**src/pkg/mid_pkg.sv**
```systemverilog
// Constants, encodings and register map of the miscellaneous instruction decoder
package mid_pkg;

   // ----------------------------------------------------------------
   // Instruction word layout
   // ----------------------------------------------------------------
   localparam int INSTR_W = 48;
   localparam int OP_MSB = 47;
   localparam int OP_LSB = 40;
   localparam int SUB_MSB = 39;
   localparam int SUB_LSB = 32;
   localparam int GRP_MSB = 47;
   localparam int GRP_LSB = 45;
   localparam logic [7:0] OP_WAIT = 8'h00;
   localparam logic [7:0] OP_COMPUTE = 8'h01;
   localparam logic [7:0] OP_MODIFY = 8'h16;
   localparam logic [7:0] OP_STACK = 8'h17;
   localparam logic [7:0] OP_CALL = 8'h18;
   localparam logic [7:0] OP_RESTORE = 8'h19;
   localparam logic [2:0] GRP_COMPUTE_MOVE = 3'h1;
   localparam logic [7:0] SUB_CALL_DIRECT = 8'h04;
   localparam logic [7:0] SUB_CALL_REL = 8'h44;
   localparam logic [7:0] SUB_RESTORE = 8'h00;

   // ----------------------------------------------------------------
   // Field positions
   // ----------------------------------------------------------------
   localparam int LOOP_STACK_PUSH_BIT = 39;
   localparam int LOOP_STACK_POP_BIT = 38;
   localparam int STATUS_STACK_PUSH_BIT = 37;
   localparam int STATUS_STACK_POP_BIT = 36;
   localparam int PC_STACK_PUSH_BIT = 35;
   localparam int PC_STACK_POP_BIT = 34;
   localparam int CACHE_FLUSH_BIT = 33;
   localparam int MOD_BITREV_BIT = 39;
   localparam int MOD_GEN_BIT = 38;
   localparam int MOD_IDX_MSB = 34;
   localparam int MOD_IDX_LSB = 32;
   localparam int MOD_DATA_W = 32;
   localparam int WAIT_BIT = 39;
   localparam int WAIT_MSB = 39;
   localparam int WAIT_LSB = 37;
   localparam logic [2:0] WAIT_DEEP = 3'h5;
   localparam int DELAYED_BRANCH_MODIFIER_BIT = 26;
   localparam int ADDR_W = 24;
   localparam int CMP_W = 23;
   localparam int CU_MSB = 21;
   localparam int CU_LSB = 20;
   localparam logic [1:0] CU_ALU = 2'h0;
   localparam logic [1:0] CU_MUL = 2'h1;
   localparam logic [1:0] CU_SHF = 2'h2;

   // ----------------------------------------------------------------
   // Deep sleep timing
   // ----------------------------------------------------------------
   localparam int DEEP_DIV = 16;
   localparam int DIV_W = 4;
   localparam logic [3:0] DIV_LAST = 4'(DEEP_DIV - 1);
   localparam logic [3:0] MEM_EXTRA_WAIT = 4'hF;
   localparam int EXT_IRQ_N = 3;

   // ----------------------------------------------------------------
   // Register map
   // ----------------------------------------------------------------
   localparam int PADDR_W = 12;
   localparam logic [11:0] ADDR_CTRL = 12'h000;
   localparam logic [11:0] ADDR_STATUS = 12'h004;
   localparam int CTRL_EN_BIT = 0;
   localparam logic [31:0] CTRL_RST = 32'h0000_0001;
   localparam int ST_STATE_LSB = 0;
   localparam int ST_HBR_BIT = 2;

   typedef enum logic [1:0] {
      MID_RUN = 2'b00,
      MID_IDLE = 2'b01,
      MID_DEEP = 2'b10
   } mid_state_t;

endpackage

```
**src/hw/mid_decoder.sv**
```systemverilog
// Miscellaneous instruction group decoder and wait control
`timescale 1ns/100ps
module mid_decoder (
   // Clock and reset
   input wire logic pclk,
   input wire logic presetn,
   // APB slave
   input wire logic psel,
   input wire logic penable,
   input wire logic pwrite,
   input wire logic [11:0] paddr,
   input wire logic [31:0] pwdata,
   output logic [31:0] prdata,
   output logic pready,
   output logic pslverr,
   // Instruction fetch path
   input wire logic instr_vld,
   input wire logic [47:0] instr,
   input wire logic [23:0] cur_pc,
   output logic stall,
   output logic fetch_adv,
   output logic [23:0] resume_pc,
   // Stacks and cache
   output logic loop_push,
   output logic loop_pop,
   output logic sts_push,
   output logic sts_pop,
   output logic pc_push,
   output logic pc_pop,
   output logic cache_flush,
   // Index modify
   output logic imod_vld,
   output logic [3:0] imod_index,
   output logic imod_bitrev,
   output logic [31:0] imod_data,
   // Branch and register transfers
   input wire logic [31:0] i6_val,
   input wire logic [31:0] i7_val,
   output logic jump_vld,
   output logic jump_delayed,
   output logic [23:0] jump_target,
   output logic r2_wr,
   output logic [31:0] r2_data,
   output logic i6_wr,
   output logic [31:0] i6_data,
   output logic i7_wr,
   output logic [31:0] i7_data,
   output logic dm_rd_req,
   output logic [31:0] dm_rd_addr,
   input wire logic dm_rd_vld,
   input wire logic [31:0] dm_rd_data,
   // Compute dispatch
   output logic alu_go,
   output logic mul_go,
   output logic shf_go,
   output logic [22:0] cmp_field,
   // Interrupts and pins
   input wire logic [2:0] external_interrupt_pins_n,
   input wire logic dma_irq,
   input wire logic vector_irq_register,
   input wire logic timer_irq,
   input wire logic core_irq,
   input wire logic host_bus_request_n,
   // Clock rate control
   output logic core_clk_en,
   output logic sport_clk_en,
   output logic [3:0] mem_extra_wait
);

   // ----------------------------------------------------------------
   // Pin synchronisers
   // ----------------------------------------------------------------
   logic [2:0] irq_meta_ff;
   logic [2:0] irq_sync_ff;
   logic hbr_meta_ff;
   logic hbr_sync_ff;

   always_ff @(posedge pclk or negedge presetn) begin
      if (!presetn) begin
         irq_meta_ff <= 3'h7;
         irq_sync_ff <= 3'h7;
         hbr_meta_ff <= 1'b1;
         hbr_sync_ff <= 1'b1;
      end else begin
         irq_meta_ff <= external_interrupt_pins_n;
         irq_sync_ff <= irq_meta_ff;
         hbr_meta_ff <= host_bus_request_n;
         hbr_sync_ff <= hbr_meta_ff;
      end
   end

   // ----------------------------------------------------------------
   // Decode
   // ----------------------------------------------------------------
   mid_pkg::mid_state_t state_ff;
   logic [31:0] ctrl_ff;
   logic take;
   logic [7:0] op;
   logic [7:0] sub;
   logic is_wait;
   logic is_nop;
   logic is_idle;
   logic is_deep;
   logic is_stack;
   logic is_mod;
   logic is_call;
   logic is_rel;
   logic is_restore;
   logic is_compute;
   logic wake_deep;
   logic wake_idle;

   function automatic logic [23:0] rel_target(input logic [23:0] pc,
                                              input logic [23:0] offs);
      rel_target = 24'(pc + offs);
   endfunction

   // Held instructions are refused while waiting; fetch is stalled anyway
   assign take = instr_vld && (state_ff == mid_pkg::MID_RUN) && ctrl_ff[mid_pkg::CTRL_EN_BIT];
   assign op = instr[mid_pkg::OP_MSB:mid_pkg::OP_LSB];
   assign sub = instr[mid_pkg::SUB_MSB:mid_pkg::SUB_LSB];
   assign is_wait = take && (op == mid_pkg::OP_WAIT);
   assign is_deep = is_wait && (instr[mid_pkg::WAIT_MSB:mid_pkg::WAIT_LSB] == mid_pkg::WAIT_DEEP);
   assign is_idle = is_wait && instr[mid_pkg::WAIT_BIT] && !is_deep;
   assign is_nop = is_wait && !instr[mid_pkg::WAIT_BIT];
   assign is_stack = take && (op == mid_pkg::OP_STACK);
   assign is_mod = take && (op == mid_pkg::OP_MODIFY);
   assign is_call = take && (op == mid_pkg::OP_CALL) &&
                    ((sub == mid_pkg::SUB_CALL_DIRECT) || (sub == mid_pkg::SUB_CALL_REL));
   assign is_rel = is_call && (sub == mid_pkg::SUB_CALL_REL);
   assign is_restore = take && (op == mid_pkg::OP_RESTORE) && (sub == mid_pkg::SUB_RESTORE);
   assign is_compute = take && ((instr[mid_pkg::GRP_MSB:mid_pkg::GRP_LSB] ==
                       mid_pkg::GRP_COMPUTE_MOVE) || (op == mid_pkg::OP_COMPUTE));
   // Pins are active low
   assign wake_deep = (~irq_sync_ff != 3'h0) || dma_irq || vector_irq_register ||
                      timer_irq;
   assign wake_idle = wake_deep || core_irq;

   // ----------------------------------------------------------------
   // Wait state machine
   // ----------------------------------------------------------------
   mid_pkg::mid_state_t nxt_state;

   always_comb begin
      nxt_state = state_ff;
      case (state_ff)
         mid_pkg::MID_RUN: begin
            if (is_deep) begin
               nxt_state = mid_pkg::MID_DEEP;
            end else if (is_idle) begin
               nxt_state = mid_pkg::MID_IDLE;
            end
         end
         mid_pkg::MID_IDLE: begin
            if (wake_idle) begin
               nxt_state = mid_pkg::MID_RUN;
            end
         end
         mid_pkg::MID_DEEP: begin
            if (wake_deep) begin
               nxt_state = mid_pkg::MID_RUN;
            end
         end
         default: begin
            nxt_state = mid_pkg::MID_RUN;
         end
      endcase
   end

   always_ff @(posedge pclk or negedge presetn) begin
      if (!presetn) begin
         state_ff <= mid_pkg::MID_RUN;
         stall <= 1'b0;
         resume_pc <= 24'h00_0000;
      end else begin
         state_ff <= nxt_state;
         stall <= (nxt_state != mid_pkg::MID_RUN);
         if (is_idle || is_deep) begin
            resume_pc <= 24'(cur_pc + 24'h00_0001);
         end
      end
   end

   // ----------------------------------------------------------------
   // Clock divider for deep sleep
   // ----------------------------------------------------------------
   logic [3:0] div_ff;

   always_ff @(posedge pclk or negedge presetn) begin
      if (!presetn) begin
         div_ff <= 4'h0;
         core_clk_en <= 1'b1;
         sport_clk_en <= 1'b1;
         mem_extra_wait <= 4'h0;
      end else begin
         if (nxt_state == mid_pkg::MID_DEEP) begin
            div_ff <= (div_ff == mid_pkg::DIV_LAST) ? 4'h0 : 4'(div_ff + 4'h1);
            core_clk_en <= (div_ff == mid_pkg::DIV_LAST);
            sport_clk_en <= (div_ff == mid_pkg::DIV_LAST);
            mem_extra_wait <= mid_pkg::MEM_EXTRA_WAIT;
         end else begin
            div_ff <= 4'h0;
            core_clk_en <= 1'b1;
            sport_clk_en <= 1'b1;
            mem_extra_wait <= 4'h0;
         end
      end
   end

   // ----------------------------------------------------------------
   // Stacks, cache and index modify
   // ----------------------------------------------------------------
   always_ff @(posedge pclk or negedge presetn) begin
      if (!presetn) begin
         loop_push <= 1'b0;
         loop_pop <= 1'b0;
         sts_push <= 1'b0;
         sts_pop <= 1'b0;
         pc_push <= 1'b0;
         pc_pop <= 1'b0;
         cache_flush <= 1'b0;
      end else begin
         // Each bit is independent so any mix is honoured
         loop_push <= is_stack && instr[mid_pkg::LOOP_STACK_PUSH_BIT];
         loop_pop <= is_stack && instr[mid_pkg::LOOP_STACK_POP_BIT];
         sts_push <= is_stack && instr[mid_pkg::STATUS_STACK_PUSH_BIT];
         sts_pop <= is_stack && instr[mid_pkg::STATUS_STACK_POP_BIT];
         pc_push <= is_stack && instr[mid_pkg::PC_STACK_PUSH_BIT];
         pc_pop <= is_stack && instr[mid_pkg::PC_STACK_POP_BIT];
         // One-cycle pulse; the cache clears in that same cycle
         cache_flush <= is_stack && instr[mid_pkg::CACHE_FLUSH_BIT];
      end
   end

   always_ff @(posedge pclk or negedge presetn) begin
      if (!presetn) begin
         imod_vld <= 1'b0;
         imod_index <= 4'h0;
         imod_bitrev <= 1'b0;
         imod_data <= 32'h0000_0000;
      end else begin
         imod_vld <= is_mod;
         if (is_mod) begin
            imod_index <= {instr[mid_pkg::MOD_GEN_BIT],
                           instr[mid_pkg::MOD_IDX_MSB:mid_pkg::MOD_IDX_LSB]};
            imod_bitrev <= instr[mid_pkg::MOD_BITREV_BIT];
            imod_data <= instr[mid_pkg::MOD_DATA_W-1:0];
         end
      end
   end

   // ----------------------------------------------------------------
   // Calls, frame restore and fetch advance
   // ----------------------------------------------------------------
   logic rst_pend_ff;

   always_ff @(posedge pclk or negedge presetn) begin
      if (!presetn) begin
         jump_vld <= 1'b0;
         jump_delayed <= 1'b0;
         jump_target <= 24'h00_0000;
         fetch_adv <= 1'b0;
      end else begin
         jump_vld <= is_call;
         fetch_adv <= take && !is_call;
         if (is_call) begin
            jump_delayed <= instr[mid_pkg::DELAYED_BRANCH_MODIFIER_BIT];
            jump_target <= is_rel ? rel_target(cur_pc, instr[mid_pkg::ADDR_W-1:0]) :
                           instr[mid_pkg::ADDR_W-1:0];
         end
      end
   end

   always_ff @(posedge pclk or negedge presetn) begin
      if (!presetn) begin
         r2_wr <= 1'b0;
         r2_data <= 32'h0000_0000;
         i7_wr <= 1'b0;
         i7_data <= 32'h0000_0000;
         dm_rd_req <= 1'b0;
         dm_rd_addr <= 32'h0000_0000;
      end else begin
         r2_wr <= is_call;
         i7_wr <= is_restore;
         dm_rd_req <= is_restore;
         if (is_call) begin
            r2_data <= i6_val;
         end
         if (is_restore) begin
            i7_data <= i6_val;
            dm_rd_addr <= i6_val;
         end
      end
   end

   // Index 6 is written by a call at once, by a restore when the data returns
   always_ff @(posedge pclk or negedge presetn) begin
      if (!presetn) begin
         i6_wr <= 1'b0;
         i6_data <= 32'h0000_0000;
         rst_pend_ff <= 1'b0;
      end else begin
         i6_wr <= is_call || (rst_pend_ff && dm_rd_vld);
         if (is_call) begin
            i6_data <= i7_val;
         end else if (rst_pend_ff && dm_rd_vld) begin
            i6_data <= dm_rd_data;
         end
         if (is_restore) begin
            rst_pend_ff <= 1'b1;
         end else if (dm_rd_vld) begin
            rst_pend_ff <= 1'b0;
         end
      end
   end

   // ----------------------------------------------------------------
   // Compute dispatch
   // ----------------------------------------------------------------
   always_ff @(posedge pclk or negedge presetn) begin
      if (!presetn) begin
         alu_go <= 1'b0;
         mul_go <= 1'b0;
         shf_go <= 1'b0;
         cmp_field <= 23'h00_0000;
      end else begin
         alu_go <= is_compute && (instr[mid_pkg::CU_MSB:mid_pkg::CU_LSB] == mid_pkg::CU_ALU);
         mul_go <= is_compute && (instr[mid_pkg::CU_MSB:mid_pkg::CU_LSB] == mid_pkg::CU_MUL);
         shf_go <= is_compute && (instr[mid_pkg::CU_MSB:mid_pkg::CU_LSB] == mid_pkg::CU_SHF);
         if (is_compute) begin
            cmp_field <= instr[mid_pkg::CMP_W-1:0];
         end
      end
   end

   // ----------------------------------------------------------------
   // APB registers
   // ----------------------------------------------------------------
   logic setup;
   logic wr_acc;
   logic hbr_err_ff;

   assign setup = psel && !penable;
   assign wr_acc = psel && penable && pwrite;

   always_ff @(posedge pclk or negedge presetn) begin
      if (!presetn) begin
         ctrl_ff <= mid_pkg::CTRL_RST;
      end else if (wr_acc && (paddr == mid_pkg::ADDR_CTRL)) begin
         ctrl_ff <= pwdata;
      end
   end

   // Host request in deep sleep is a software fault; flag it, set beats clear
   always_ff @(posedge pclk or negedge presetn) begin
      if (!presetn) begin
         hbr_err_ff <= 1'b0;
      end else if ((state_ff == mid_pkg::MID_DEEP) && !hbr_sync_ff) begin
         hbr_err_ff <= 1'b1;
      end else if (wr_acc && (paddr == mid_pkg::ADDR_STATUS) && pwdata[mid_pkg::ST_HBR_BIT]) begin
         hbr_err_ff <= 1'b0;
      end
   end

   // Read data captured in setup so the access phase needs no wait
   always_ff @(posedge pclk or negedge presetn) begin
      if (!presetn) begin
         prdata <= 32'h0000_0000;
         pslverr <= 1'b0;
         pready <= 1'b0;
      end else begin
         pready <= 1'b1;
         if (setup) begin
            if (paddr == mid_pkg::ADDR_CTRL) begin
               prdata <= ctrl_ff;
               pslverr <= 1'b0;
            end else if (paddr == mid_pkg::ADDR_STATUS) begin
               prdata <= {29'h0000_0000, hbr_err_ff, state_ff};
               pslverr <= 1'b0;
            end else begin
               prdata <= 32'h0000_0000;
               pslverr <= 1'b1;
            end
         end
      end
   end
endmodule // mid_decoder

```
**config.mk**
```make
export PLATFORM = sky130hd
export DESIGN_NAME = mid_decoder
export DESIGN_NICKNAME = d
export VERILOG_FILES = /design/src/pkg/mid_pkg.sv /design/src/hw/mid_decoder.sv
export SDC_FILE = /design/constraint.sdc
export NUM_CORES = 1
export LEC_CHECK = 0
export CAP_MARGIN = 20
export CORE_AREA = 5 5 199 201
export DETAILED_ROUTE_END_ITERATION = 16
export DIE_AREA = 0 0 204 206
export DONT_BUFFER_PORTS = 1
export PLACE_DENSITY_LB_ADDON = 0.2
export SYNTH_ARGS = -nofsm -noshare
export SYNTH_HDL_FRONTEND = slang
export SYNTH_SLANG_ARGS = --single-unit
```
**constraint.sdc**
```tcl
create_clock -name pclk -period 5.5 [get_ports pclk]
set_input_delay 0.55 -clock pclk [delete_from_list [all_inputs] [get_ports pclk]]
set_output_delay 0.55 -clock pclk [all_outputs]
set_load 0.01 [all_outputs]
```
[Word level (Yosys, flattened, before mapping)]
Index checks and enable logic that the tools add are counted.
Cells by class
  $add $sub $neg: 3
  multiply operators: 0
  divide/modulo/power cells: 0
  order comparisons: 0
  eq/ne operators: 16
  shift-type cells: 0
  muxes and demuxes: 20
  bitwise logic cells: 1
  reductions and logical operators: 55
Operator list (count)
  32-bit 2-to-1 mux: 3
  1-bit logical AND: 33
  8-bit by 5-bit equality test with 1-bit output (second input constant): 4
  24-bit by 1-bit adder with 24-bit output (second input constant): 1
  24-bit adder: 1
  24-bit 2-to-1 mux: 1
  8-bit zero test: 2
  12-bit by 3-bit equality test with 1-bit output (second input constant): 1
  12-bit zero test: 1
  4-bit 2-to-1 mux: 3
  8-bit by 1-bit equality test with 1-bit output (second input constant): 1
  8-bit by 3-bit equality test with 1-bit output (second input constant): 1
  8-bit by 7-bit equality test with 1-bit output (second input constant): 1
  1-bit logical OR: 8
  2-bit 2-to-1 mux: 4
  2-bit nonzero test: 4
  1-bit 2-to-1 mux: 7
  2-bit equality test (second input constant): 3
  2-bit case mux with 3 select lines: 1
  4-bit by 1-bit adder with 4-bit output (second input constant): 1
  2-bit by 1-bit equality test with 1-bit output (second input constant): 2
  4-bit equality test (second input constant): 1
  1-bit zero test: 4
  2-bit zero test: 2
  other kinds (5): 5
Storage, ports and cells
  flip-flop bits (word level): 308
  bits in latches: 0
  RAM bits: 0
  bits in read-only memories: 0
  bits of input ports: 227
  output and inout port bits: 295
  logic and storage cells: 135
  memories kept: 0

[Longest topological paths before layout]
  word-level depth: 12
  gate-level depth with buffers: 11
  mapped depth without buffers: 11

[Least setup slack after synthesis]
Ideal clock, no wire load.
  path kind: input-to-reg
  start point: input instr[0]
  end point: register jump_target[18]
  arrival time: 2.387 ns
  data required time: 5.375 ns
  path slack: 2.988 ns
  stages on the path: 11
  path buffers: 0
  cell sequence: ha_1 > inv_1 > fa_1 > nor2b_1 > o31a_1 > o22ai_1 > o211ai_1 > o31ai_2 > xor2_1 > a21oi_1 > mux2_2
Between the ends
  word-level cells in the longest chain between the ends: 2
RTL lines
  start, declared: RTL line mid_decoder.sv:18  | input wire logic [47:0] instr,
  24-bit adder: RTL line mid_decoder.sv:115  | rel_target = 24'(pc + offs);
  24-bit 2-to-1 mux: RTL line mid_decoder.sv:268  | jump_target <= is_rel ? rel_target(cur_pc, instr[mid_pkg::ADDR_W-1:0]) :
  end signal, assigned: RTL line mid_decoder.sv:268
  end, declared: RTL line mid_decoder.sv:41  | output logic [23:0] jump_target,
No other way between the ends.
A chain may end at the register's enable or synchronous reset.

[Worst setup path in the final report]
  start point: register state_ff[1]
  end point: register jump_target[23]
Between the ends
  word-level cells in the longest chain between the ends: 7
RTL lines
  start, declared: RTL line mid_decoder.sv:95  | mid_pkg::mid_state_t state_ff;
  start signal, assigned: RTL line mid_decoder.sv:172  | state_ff <= mid_pkg::MID_RUN;
  start signal, assigned: RTL line mid_decoder.sv:176  | state_ff <= nxt_state;
  2-bit zero test (*): RTL line mid_decoder.sv:119  | assign take = instr_vld && (state_ff == mid_pkg::MID_RUN) && ctrl_ff[mid_pkg::CTRL_EN_BIT];
  1-bit logical AND (*) (2 in series): RTL line mid_decoder.sv:119
  1-bit logical AND (*) (2 in series): RTL line mid_decoder.sv:128  | assign is_call = take && (op == mid_pkg::OP_CALL) &&
  1-bit logical AND: RTL line mid_decoder.sv:130  | assign is_rel = is_call && (sub == mid_pkg::SUB_CALL_REL);
  24-bit 2-to-1 mux: RTL line mid_decoder.sv:268
Mark *: on every way between the ends. The rest lies on a longest branch, timed or not.

==> run metrics <==
RSZ-0062 raised after global routing false; synth warn 0; Synth-to-Final Area Change 9.98%; Clk Latency, worst-skew pair between 0.5 and 0.6 ns; floorplan row count between 70 and 80; Mapped Avg Cell Area 11.7 um^2; most common library cell in the layout ignoring fill and taps dfrtp_1; final total power approximately 4.6 mW; grt ovf 0; final setup violation count 0; DPL Wire Length between 20 and 30 mm; Routed Antenna Nets 0; Post-synth EDFFs 0; Reg2Reg Launch Point state_ff[1]; CTS Sinks 305; Mapped Nets between 1000 and 1500; largest net degree at the start of global routing 306; Initial DRC Count 530; endpoints failing hold ~300; Slew HR 25.6%; Max Cap Viol 0; HP Class in -> async; post-synthesis instance total 1154; Fill cells 3600; WP data arrival 3.42 ns; critical path required time 5.96 ns; Pleak between 7 and 8 nW; routed len/inst about 24 um; sequential fraction of the synthesis area 56.6%; Most used DFF post-synth dfrtp_1; GRT Util Overall 18.0%; Initial Utilization 36.1%; Slew @ Worst Pin 1.12 ns; DIE WIDTH 204 um; hold_ws -0.280 ns; Crit Reg-Reg Endpoint jump_target[23]; CP Class reg -> reg; Cell variety after synth 62; number of hold buffers added after CTS 4; vias per cell 5.17; first-pass GRT wire length between 50 and 60 mm; gpl congestion 0.802; peak supply drop 0.000202 V; Critical Path Source Type flop; Worst Path Max Fanout 88; vias in the first global route between 8000 and 9000; CTS tree built; Reg clk slew, reported paths 0.06 ns; Max Fclk 338 MHz; core area 37400 um^2; failing checks negative hold slack; most frequent cells in the layout 295 x dfrtp_1, 139 x nand2_1, 125 x mux2_2; Yosys reg bits 305; Die Y 206 um; Period minus WS final 2.96 ns; ratio of final minimum period to clock period 53.8%; maximum buffer depth of the clock tree 3; cells on worst reg2reg path 9; status complete, but fails checks; clock skew around 0.017 ns; TritonCTS Buffers 35; R2R Setup Slk roughly 2.5 ns; Async SR Flop Fraction 100%; final WL 39.5 mm; area of the mapped netlist roughly 14000 um^2; initial antenna violation count 4; final core utilization about 40%; pwr/cell area 312 nW/um^2; max-slew violation count 0; total number of vias ~8500; H-tree Lvls 2; # IOs 522; die area 42000 um^2; share of layout cells above drive strength 1 slightly below 20%; drt first pass iters 5; input/output buffers 0; root buffer cell clkbuf_16; Worst setup EP type flop; setup TNS 0 ns; Remaining DRCs 0; fin nets 1372
[cells by family after synthesis]
| family | synth area share [%] |
|---|---|
| AO/OA/AOI/OAI | 8.54 |
| flip-flops | 56.6 |
| adder cells (fa/ha/maj) | 2.46 |
| multiplexers | 14.1 |
| other | 0.0278 |
| AND/OR/NAND/NOR | 11.0 |
| buffers and inverters | 4.58 |
| XOR/XNOR | 2.66 |
[state kept, by name, summed over array words and instances, names as in the netlist, 2 cells and up]
register,count
cmp_field,23
ctrl_ff,32
div_ff,4
dm_rd_addr,32
i6_data,32
imod_data,32
imod_index,4
irq_meta_ff,3
irq_sync_ff,3
jump_target,24
prdata,32
r2_data,32
resume_pc,24
state_ff,2
[synth_stat cells, drive strengths merged (4+ instances only)]
master	number	area [um^2]
nor4	9	77.6
dfstp	10	263
inv	13	48.8
nor2	85	319
clkbuf	17	63.8
o31ai	4	35.0
nand2b	6	37.5
a22o	30	263
mux2	127	1430
o211ai	4	30.0
xor2	18	158
mux2i	48	480
a211oi	8	60.1
nand3	20	105
nand2	141	532
nor3	12	70.1
buf	73	507
a21oi	81	405
and2	10	62.6
and3	6	37.5
o21ai	33	165
a21o	9	67.6
xnor2	23	201
ha	25	313
dfrtp	295	7380
nor3b	6	70.1
nand4	7	43.8
[layout make-up]
| cell class | count | area, um^2 | share of cell area, % |
|---|---|---|---|
| clock inverters | 8 | 81.3 | 0.547 |
| inverters | 13 | 48.8 | 0.328 |
| clock buffers | 51 | 996 | 6.70 |
| diodes | 1 | 2.50 | 0.0168 |
| multi-input cells | 746 | 5300 | 35.6 |
| repair buffers | 18 | 149 | 1.00 |
| flip-flops and latches | 305 | 7640 | 51.5 |
| well taps | 511 | 639 | 4.30 |
[worst max path at each step]
stage                      from               to  slack [ns]  cells after the start
floorplan              instr[0]  jump_target[18]        2.99                     11
global placement      instr[41]  jump_target[23]        2.23                      7
detailed placement    instr[37]  jump_target[23]        2.16                      7
CTS                 state_ff[1]  jump_target[23]        2.39                      9
global route        state_ff[1]  jump_target[23]        2.21                      9
finish              state_ff[1]  jump_target[23]        2.54                      9
[through the flow]
| stage | instance area (um^2) | std cells | setup slack [ns] |
|---|---|---|---|
| global placement | 13700 | 1588 | 2.23 |
| global route | 14900 | 1653 | 2.21 |
| detailed placement | 13700 | 1589 | 2.16 |
| CTS | 14900 | 1652 | 2.39 |
| floorplan | 13500 | 1154 | 2.99 |
| finish | 14900 | 1653 | 2.54 |
[worst max-delay path: stages (launching register included)]
cell      delay, ns
dfrtp_1        0.43
nor2_1         0.15
nand3_2        0.20
nor4_4         0.29
nand2_2        0.20
or3_4          0.67
buf_4          0.45
nor3_1         0.31
a211oi_1       0.11
nand2_1        0.07
[power breakdown]
group,internal (mW),switching (mW)
clock,1.30,0.908
sequential,2.25,0.00160
combinational,0.0803,0.0916
[routing by layer]
metal	global-route usage, %	part of all wire, %	routed length [um]	up-vias
met4	4.91	2.3	892	4
met2	30.3	49	19400	329
li1	-	-	-	3907
met3	7.27	10	4040	52
met1	21.6	38	15100	4254
met5	0	0.086	34	-
[what timing repair did]
| action | in CTS | in global routing |
|---|---|---|
| gates resized for setup | 0 | 0 |
| setup buffers | 0 | 0 |
| hold endpoints to repair | 309 | 305 |
No activity file was read; power rests on OpenSTA's default activity.
